## src/rtl/ctrl_dac_defs.vh

```
// constants for the chip control, margin dac and spread spectrum register bank
`ifndef CTRL_DAC_DEFS_VH
`define CTRL_DAC_DEFS_VH

// register port widths
`define ADDR_W 8
`define DATA_W 8

// register addresses on the serial register port
`define ADDR_CHIP_CTRL 8'h00
`define ADDR_LOW_DAC 8'h01
`define ADDR_HIGH_DAC 8'h02
`define ADDR_SET_DAC 8'h03
`define ADDR_SPREAD 8'h04

// chip control bit positions
`define BIT_WP 0
`define BIT_SOFT_RST 1
`define BIT_COMM_FAULT 2

// implemented-bit masks, reserved bits read zero
`define MASK_MARGIN 8'h7f
`define MASK_SET 8'h1f
`define MASK_SPREAD 8'h1f

// default value of every read/write register
`define RST_VAL 8'h00
// the same default cut to each stored field width
`define RST_MARGIN 7'h00
`define RST_SET 5'h00
`define RST_SPREAD 5'h00
// set pin current after reset: the 16 microamp base alone
`define RST_SET_PIN 5'h10

// field positions
`define MARGIN_SIGN 6
`define SET_HALF_BIT 4
`define SPREAD_RANGE_HI 4
`define SPREAD_RANGE_LO 3
`define SPREAD_RATE_HI 2
`define SPREAD_RATE_LO 0

// spread range codes and percent values
`define RANGE_12 2'h0
`define RANGE_15 2'h1
`define RANGE_10 2'h2
`define PCT_12 4'hc
`define PCT_15 4'hf
`define PCT_10 4'ha
`define PCT_8 4'h8

// modulation rate codes and log2 of the divider
`define RATE_512 3'h0
`define RATE_1024 3'h1
`define RATE_2048 3'h2
`define RATE_4096 3'h3
`define RATE_256 3'h4
`define RATE_128 3'h5
`define RATE_64 3'h6
`define LOG2_512 4'h9
`define LOG2_1024 4'ha
`define LOG2_2048 4'hb
`define LOG2_4096 4'hc
`define LOG2_256 4'h8
`define LOG2_128 4'h7
`define LOG2_64 4'h6

`endif

```

## src/rtl/margin_dac_apply.v

```verilog
// margin dac stage: passes a signed code to its feedback node in one mode only
`timescale 1ns/1ps
`include "ctrl_dac_defs.vh"

module margin_dac_apply (
	// clock and reset
	input wire clk_in,
	input wire srst_in,
	// code and mode
	input wire [6:0] code_in,
	input wire mode_active_in,
	// applied current
	output reg [6:0] ua_out,
	output reg sink_out
);

	////////////////////////////////////////////////////////////////////////////
	// register applied code, zero current outside the active mode
	always @(posedge clk_in) begin
		if (srst_in) begin
			ua_out <= `RST_MARGIN;
			sink_out <= 1'b0;
		end else if (mode_active_in) begin
			// mode gated current
			ua_out <= code_in;
			sink_out <= code_in[`MARGIN_SIGN];
		end else begin
			// inactive mode, no current
			ua_out <= `RST_MARGIN;
			sink_out <= 1'b0;
		end
	end

endmodule

```

## src/rtl/spread_decode.v

```verilog
// spread spectrum field decoder: range percent and modulation divider
`timescale 1ns/1ps
`include "ctrl_dac_defs.vh"

module spread_decode (
	// clock and reset
	input wire clk_in,
	input wire srst_in,
	// register fields
	input wire [1:0] range_in,
	input wire [2:0] rate_in,
	// decoded settings
	output reg [3:0] range_pct_out,
	output reg [3:0] div_log2_out
);

	////////////////////////////////////////////////////////////////////////////
	// decode both fields into registered settings
	always @(posedge clk_in) begin
		if (srst_in) begin
			range_pct_out <= `PCT_12;
			div_log2_out <= `LOG2_512;
		end else begin
			case (range_in)
				`RANGE_12: range_pct_out <= `PCT_12;
				`RANGE_15: range_pct_out <= `PCT_15;
				`RANGE_10: range_pct_out <= `PCT_10;
				default: range_pct_out <= `PCT_8;
			endcase
			case (rate_in)
				`RATE_1024: div_log2_out <= `LOG2_1024;
				`RATE_2048: div_log2_out <= `LOG2_2048;
				`RATE_4096: div_log2_out <= `LOG2_4096;
				`RATE_256: div_log2_out <= `LOG2_256;
				`RATE_128: div_log2_out <= `LOG2_128;
				`RATE_64: div_log2_out <= `LOG2_64;
				default: div_log2_out <= `LOG2_512;
			endcase
		end
	end

endmodule

```

## src/rtl/control_dac_margin_regs.v

```verilog
// chip control, margin dac, current-set dac and spread spectrum register bank
`timescale 1ns/1ps
`include "ctrl_dac_defs.vh"

module control_dac_margin_regs (
	// clock and reset
	input wire clk_in,
	input wire srst_in,
	// register port from the serial frame logic
	input wire reg_wr_in,
	input wire reg_rd_in,
	input wire [`ADDR_W-1:0] reg_addr_in,
	input wire [`DATA_W-1:0] reg_wdata_in,
	input wire pec_ok_in,
	// register port answers
	output reg [`DATA_W-1:0] reg_rdata_out,
	output reg reg_rvalid_out,
	output reg reg_wack_out,
	output reg reg_wrefused_out,
	// operating mode pin, high in buck, low in boost
	input wire buck_mode_in,
	// chip control state
	output reg comm_fault_flag_out,
	output reg write_protect_out,
	output reg soft_reset_busy_out,
	// low side feedback margin current
	output wire [6:0] low_side_feedback_ua_out,
	output wire low_side_sink_out,
	// high side feedback margin current
	output wire [6:0] high_side_feedback_ua_out,
	output wire high_side_sink_out,
	// current set pin sourcing current
	output reg [4:0] current_set_pin_ua_out,
	// spread spectrum settings
	output wire [3:0] spread_range_pct_out,
	output wire [3:0] mod_div_log2_out
);

	////////////////////////////////////////////////////////////////////////////
	// storage

	// write protect bit of chip control
	reg wp_r;
	// self-clearing reset bit, high while the restore is pending
	reg rst_busy_r;
	// communication fault flag
	reg fault_r;
	// low side margin code
	reg [6:0] low_dac_r;
	// high side margin code
	reg [6:0] high_dac_r;
	// current set code
	reg [4:0] set_dac_r;
	// spread spectrum range and rate
	reg [4:0] spread_r;
	// mode pin synchroniser
	reg buck_meta_r;
	reg buck_mode_r;

	////////////////////////////////////////////////////////////////////////////
	// address decode and write qualification

	// address hits
	wire hit_chip;
	wire hit_low;
	wire hit_high;
	wire hit_set;
	wire hit_spread;
	// any mapped address
	wire hit_any;
	// protected register addressed
	wire hit_guarded;
	// write that passed or failed the error-code check
	wire wr_good;
	wire wr_bad;
	// write that really lands in a register
	wire wr_take;

	assign hit_chip = (reg_addr_in == `ADDR_CHIP_CTRL);
	assign hit_low = (reg_addr_in == `ADDR_LOW_DAC);
	assign hit_high = (reg_addr_in == `ADDR_HIGH_DAC);
	assign hit_set = (reg_addr_in == `ADDR_SET_DAC);
	assign hit_spread = (reg_addr_in == `ADDR_SPREAD);
	assign hit_any = hit_chip | hit_low | hit_high | hit_set | hit_spread;
	assign hit_guarded = hit_low | hit_high | hit_set | hit_spread;

	assign wr_good = reg_wr_in & pec_ok_in;
	assign wr_bad = reg_wr_in & ~pec_ok_in;

	assign wr_take = wr_good & hit_any & ~rst_busy_r & ~(hit_guarded & wp_r);

	////////////////////////////////////////////////////////////////////////////
	// mode pin synchroniser, the pin is asynchronous to clk_in

	always @(posedge clk_in) begin
		if (srst_in) begin
			buck_meta_r <= 1'b0;
			buck_mode_r <= 1'b0;
		end else begin
			// two stage capture
			buck_meta_r <= buck_mode_in;
			buck_mode_r <= buck_meta_r;
		end
	end

	////////////////////////////////////////////////////////////////////////////
	// chip control: write protect and self-clearing reset

	always @(posedge clk_in) begin
		if (srst_in) begin
			wp_r <= 1'b0;
			rst_busy_r <= 1'b0;
		end else if (rst_busy_r) begin
			wp_r <= 1'b0;
			rst_busy_r <= 1'b0;
		end else if (wr_take && hit_chip) begin
			wp_r <= reg_wdata_in[`BIT_WP];
			rst_busy_r <= reg_wdata_in[`BIT_SOFT_RST];
		end
	end

	////////////////////////////////////////////////////////////////////////////
	// communication fault flag, a new fault wins over a clear

	always @(posedge clk_in) begin
		if (srst_in) begin
			fault_r <= 1'b0;
		end else if (wr_bad) begin
			fault_r <= 1'b1;
		end else if (wr_take && hit_chip && reg_wdata_in[`BIT_COMM_FAULT]) begin
			fault_r <= 1'b0;
		end
	end

	////////////////////////////////////////////////////////////////////////////
	// dac and spread spectrum registers

	always @(posedge clk_in) begin
		if (srst_in || rst_busy_r) begin
			low_dac_r <= `RST_MARGIN;
			high_dac_r <= `RST_MARGIN;
			set_dac_r <= `RST_SET;
			spread_r <= `RST_SPREAD;
		end else if (wr_take) begin
			if (hit_low) begin
				low_dac_r <= reg_wdata_in[6:0];
			end
			if (hit_high) begin
				high_dac_r <= reg_wdata_in[6:0];
			end
			if (hit_set) begin
				set_dac_r <= reg_wdata_in[4:0];
			end
			// range and rate fields
			if (hit_spread) begin
				spread_r <= reg_wdata_in[4:0];
			end
		end
	end

	////////////////////////////////////////////////////////////////////////////
	// register read back, one cycle after the request

	// read value of the addressed register
	reg [`DATA_W-1:0] rd_mux;

	always @* begin
		rd_mux = `RST_VAL;
		if (hit_chip) begin
			rd_mux[`BIT_WP] = wp_r;
			rd_mux[`BIT_SOFT_RST] = rst_busy_r;
			rd_mux[`BIT_COMM_FAULT] = fault_r;
		end else if (hit_low) begin
			rd_mux = {1'b0, low_dac_r} & `MASK_MARGIN;
		end else if (hit_high) begin
			rd_mux = {1'b0, high_dac_r} & `MASK_MARGIN;
		end else if (hit_set) begin
			rd_mux = {3'b000, set_dac_r} & `MASK_SET;
		end else if (hit_spread) begin
			rd_mux = {3'b000, spread_r} & `MASK_SPREAD;
		end
	end

	// read data and its strobe
	always @(posedge clk_in) begin
		if (srst_in) begin
			reg_rdata_out <= `RST_VAL;
			reg_rvalid_out <= 1'b0;
		end else begin
			reg_rvalid_out <= reg_rd_in;
			if (reg_rd_in) begin
				// unmapped addresses read zero
				reg_rdata_out <= rd_mux;
			end
		end
	end

	////////////////////////////////////////////////////////////////////////////
	// write answers

	always @(posedge clk_in) begin
		if (srst_in) begin
			reg_wack_out <= 1'b0;
			reg_wrefused_out <= 1'b0;
		end else begin
			// accepted write
			reg_wack_out <= wr_take;
			// failed check, protected, busy or unmapped
			reg_wrefused_out <= reg_wr_in & ~wr_take;
		end
	end

	////////////////////////////////////////////////////////////////////////////
	// chip control state outputs

	always @(posedge clk_in) begin
		if (srst_in) begin
			comm_fault_flag_out <= 1'b0;
			write_protect_out <= 1'b0;
			soft_reset_busy_out <= 1'b0;
		end else begin
			// mirrors of the chip control bits
			comm_fault_flag_out <= fault_r;
			write_protect_out <= wp_r;
			soft_reset_busy_out <= rst_busy_r;
		end
	end

	////////////////////////////////////////////////////////////////////////////
	// current set pin: bit 4 clear keeps the 16 microamp base

	always @(posedge clk_in) begin
		if (srst_in) begin
			current_set_pin_ua_out <= `RST_SET_PIN;
		end else begin
			current_set_pin_ua_out <= {~set_dac_r[`SET_HALF_BIT], set_dac_r[3:0]};
		end
	end

	////////////////////////////////////////////////////////////////////////////
	// margin dac stages

	margin_dac_apply u_low_dac (
		.clk_in(clk_in),
		.srst_in(srst_in),
		.code_in(low_dac_r),
		.mode_active_in(buck_mode_r),
		.ua_out(low_side_feedback_ua_out),
		.sink_out(low_side_sink_out)
	);

	margin_dac_apply u_high_dac (
		.clk_in(clk_in),
		.srst_in(srst_in),
		.code_in(high_dac_r),
		.mode_active_in(~buck_mode_r),
		.ua_out(high_side_feedback_ua_out),
		.sink_out(high_side_sink_out)
	);

	////////////////////////////////////////////////////////////////////////////
	// spread spectrum decode

	spread_decode u_spread (
		.clk_in(clk_in),
		.srst_in(srst_in),
		.range_in(spread_r[`SPREAD_RANGE_HI:`SPREAD_RANGE_LO]),
		.rate_in(spread_r[`SPREAD_RATE_HI:`SPREAD_RATE_LO]),
		.range_pct_out(spread_range_pct_out),
		.div_log2_out(mod_div_log2_out)
	);

endmodule

```

## config.mk

```make
export PLATFORM = sky130hd
export DESIGN_NAME = control_dac_margin_regs
export DESIGN_NICKNAME = d
export VERILOG_FILES = /design/src/rtl/margin_dac_apply.v /design/src/rtl/spread_decode.v /design/src/rtl/control_dac_margin_regs.v
export VERILOG_INCLUDE_DIRS = /design/src /design/src/rtl
export SDC_FILE = /design/constraint.sdc
export NUM_CORES = 1
export LEC_CHECK = 0
export ABC_AREA = 1
export BUFFER_PORTS_ARGS = -buffer_cell sky130_fd_sc_hd__buf_2
export CAP_MARGIN = 40
export CORE_AREA = 5 5 90 92
export DETAILED_ROUTE_END_ITERATION = 6
export DIE_AREA = 0 0 95 97
export SYNTH_ARGS = -nofsm -noshare
export SYNTH_HDL_FRONTEND = slang
export SYNTH_SLANG_ARGS = --single-unit
```

## constraint.sdc

```tcl
create_clock -name clk_in -period 2.35 [get_ports clk_in]
set_clock_uncertainty 0.2 [all_clocks]
set_input_delay 0.47 -clock clk_in [delete_from_list [all_inputs] [get_ports clk_in]]
set_output_delay 0.47 -clock clk_in [all_outputs]
set_load 0.005 [all_outputs]
```

==> reports/metrics.cfg <==
[routing]
drtIter0Drc = 149
dr.pass1.iters = 4
routedWlPerCell_microns = 11.8
num_vias = 2344
drcViolationCount = 0
routed_wl_microns = 6340
vias_per_cell = 4.37
antenna_left = 0

[die]
io_pins = 65
die_area_sq_um = 9220
chipWidth_microns = 95
core_region_area_sq_um = 7140
rows = 31
start_util_pct = 39.0
chipHeight_microns = 97

[worst_setup_path]
worstPathMaxFanout = 12
r2r_cells = 7
r2r_end = low_dac_r[1]
critical_path_required_ns = 2.42
r2r-start = rst_busy_r
r2r_setup_slack_ns = 0.76
cp-start-kind = input port
cp.arrival_ns = 1.90
critical_path_class = in2reg
critical_path.endpoint_type = register

[cells_and_area]
antennaDiodeCount = 0
final_cell_count_no_fill = 536
multi_input_area_sq_um = 1140
seqCellArea_sq_um = 1360
area_delta_synth_final_pct = 20.5
post-route-cell-area_sq_um = 3350
fillers = 759
layout_common_cells = nor2_1, nand2_1, dfxtp_1
final_common_cell = nor2_1
drive_above_1_share_pct = 24.7
layout.nets = 458

[placement]
dp_slack_ns = 0.158
placed_area_sq_um = 3180
io_buffers = 61
place_inst = 520
dp_hpwl_microns = 4660
gp_congestion = 0.886

[status]
status = finished clean

[yosys]
ys_ff_latch = 68
ys_seq_area_share_pct = 48.9
yosys_warnings = 0
syn_avg_cell_area_sq_um = 7.57
synth_fp_nets = 394
yosysTopAreaCell = dfxtp_1
synth_cell_types = 29
synth_cells = 368
netlist.area_leader.share_pct = 48.9
syn_area_sq_um = 2780
netlist_top_cells_area = dfxtp_1, nor2_1, nand2_1

[min_path]
min_to = buck_meta_r
holdPathStages = 3
hold_start = buck_mode_in
hold_path_class = in2reg

[sta]
finalHoldViolCount = 0
drv_slew = 0
rsz0062_at_grt = false
period_needed_ns = 1.83
clock.fmax_mhz = 545
fin_ws_ns = 0.516
fin_tns_setup_ns = 0
finalSetupViolations = 0
period_share_pct = 78.0

[global_routing]
grt.total_usage_pct = 14.9
grt_pass1_wl_microns = 10700
grt_max_degree = 27
grt_remaining_overflow = 0
antenna_found_initial = 0
grt_pass1_vias = 2220

[flow_run]
maxCapViolations = 0

[power]
p_leak_uw = 0.00177
powerDensity_nw_per_um2 = 632
ir_worst_vdd_mv = 0.275

[clock_network]
cts_tree = yes
path_clk_slew_ns = 0.07
clk_latency_ns = 0.34
htreeDepth = 3
cts_setup_buffers = 0
cts_buffers = 9
clockBufferDepth = 2
post_cts_resize_count = 0
ctsHoldBuffers = 0
root_buffer = clkbuf_8
clock-sinks = 68

==> kinds of logic after synthesis <==
| logic type | Yosys count | share of synthesized area (%) |
|---|---|---|
| other cells | 2 | 0.270 |
| compound gates | 24 | 4.76 |
| buf+inv | 67 | 10.2 |
| simple gates | 203 | 34.0 |
| flops | 68 | 48.9 |
| fa+ha+maj | 4 | 1.80 |
==> report_power, final <==
part / switching, uW / total [uW] / internal [uW]
clock network: 420 / 857 / 437
registers: 2.30 / 1160 / 1160
logic: 68.0 / 101 / 33.2
total: 490 / 2120 / 1630
==> how the worst max path moves through the flow <==
stage	start	to	slack [ns]	cells after the start
after detailed placement	reg_addr_in[7]	low_dac_r[1]	0.16	8
final	reg_addr_in[7]	low_dac_r[1]	0.52	9
after global placement	reg_addr_in[7]	low_dac_r[3]	0.20	8
after global routing	reg_addr_in[7]	high_dac_r[4]	0.30	10
after CTS	reg_addr_in[7]	low_dac_r[1]	0.51	9
after floorplan	reg_addr_in[7]	high_dac_r[2]	0.49	11
==> cells in the mapped netlist, drive strengths merged <==
library cell  instances
o21ai                 4
nand3                 9
nand4                12
or2                   1
inv                  52
nor2                 99
nand3b                1
dfxtp                68
nand2                78
clkbuf                7
a21oi                13
nor3                  3
o211ai                2
conb                  2
ha                    4
buf                   8
o31ai                 1
o22ai                 4
==> final cells by class <==
type,instances,share of cell area (%)
Sequential cell,68,40.6
Multi-Input combinational cell,233,33.9
Timing Repair Buffer,68,10.7
Inverter,52,5.82
Clock buffer,12,4.63
Tap cell,99,3.69
Clock inverter,4,0.709
==> worst max-delay path, stage by stage <==
cell	delay [ns]
buf_2	0.10
nor2_2	0.17
nand2_4	0.13
nor2_1	0.20
buf_4	0.22
nand4_2	0.32
nand2_1	0.15
nand2_1	0.05
nor2_1	0.09
==> through the flow <==
stage	hold slack [ns]	utilization, %	power (uW)
after floorplan	0.166	-	1250
after global placement	0.195	44.5	1290
after detailed placement	0.203	44.5	1290
after CTS	0.135	47.0	2140
after global routing	0.138	47.0	2220
final	0.143	47.0	2120
==> registers in the layout (all words and copies together), names as in the netlist, 3 cells and up <==
| signal | flops |
|---|---|
| current_set_pin_ua_out | 5 |
| u_high_dac.ua_out | 7 |
| spread_r | 5 |
| u_low_dac.ua_out | 7 |
| set_dac_r | 5 |
| u_spread.div_log2_out | 4 |
| high_dac_r | 7 |
| reg_rdata_out | 7 |
| u_spread.range_pct_out | 3 |
| low_dac_r | 7 |
==> metal layers <==
layer / global-route usage [%] / wire length (microns) / vias up
met5: 0 / 0 / -
met4: 7.88 / 189 / 0
met3: 3.88 / 354 / 17
met2: 21.3 / 2680 / 63
met1: 20.4 / 3120 / 1018
li1: - / - / 1246
Note: power is estimated with default switching activity, not from simulation.
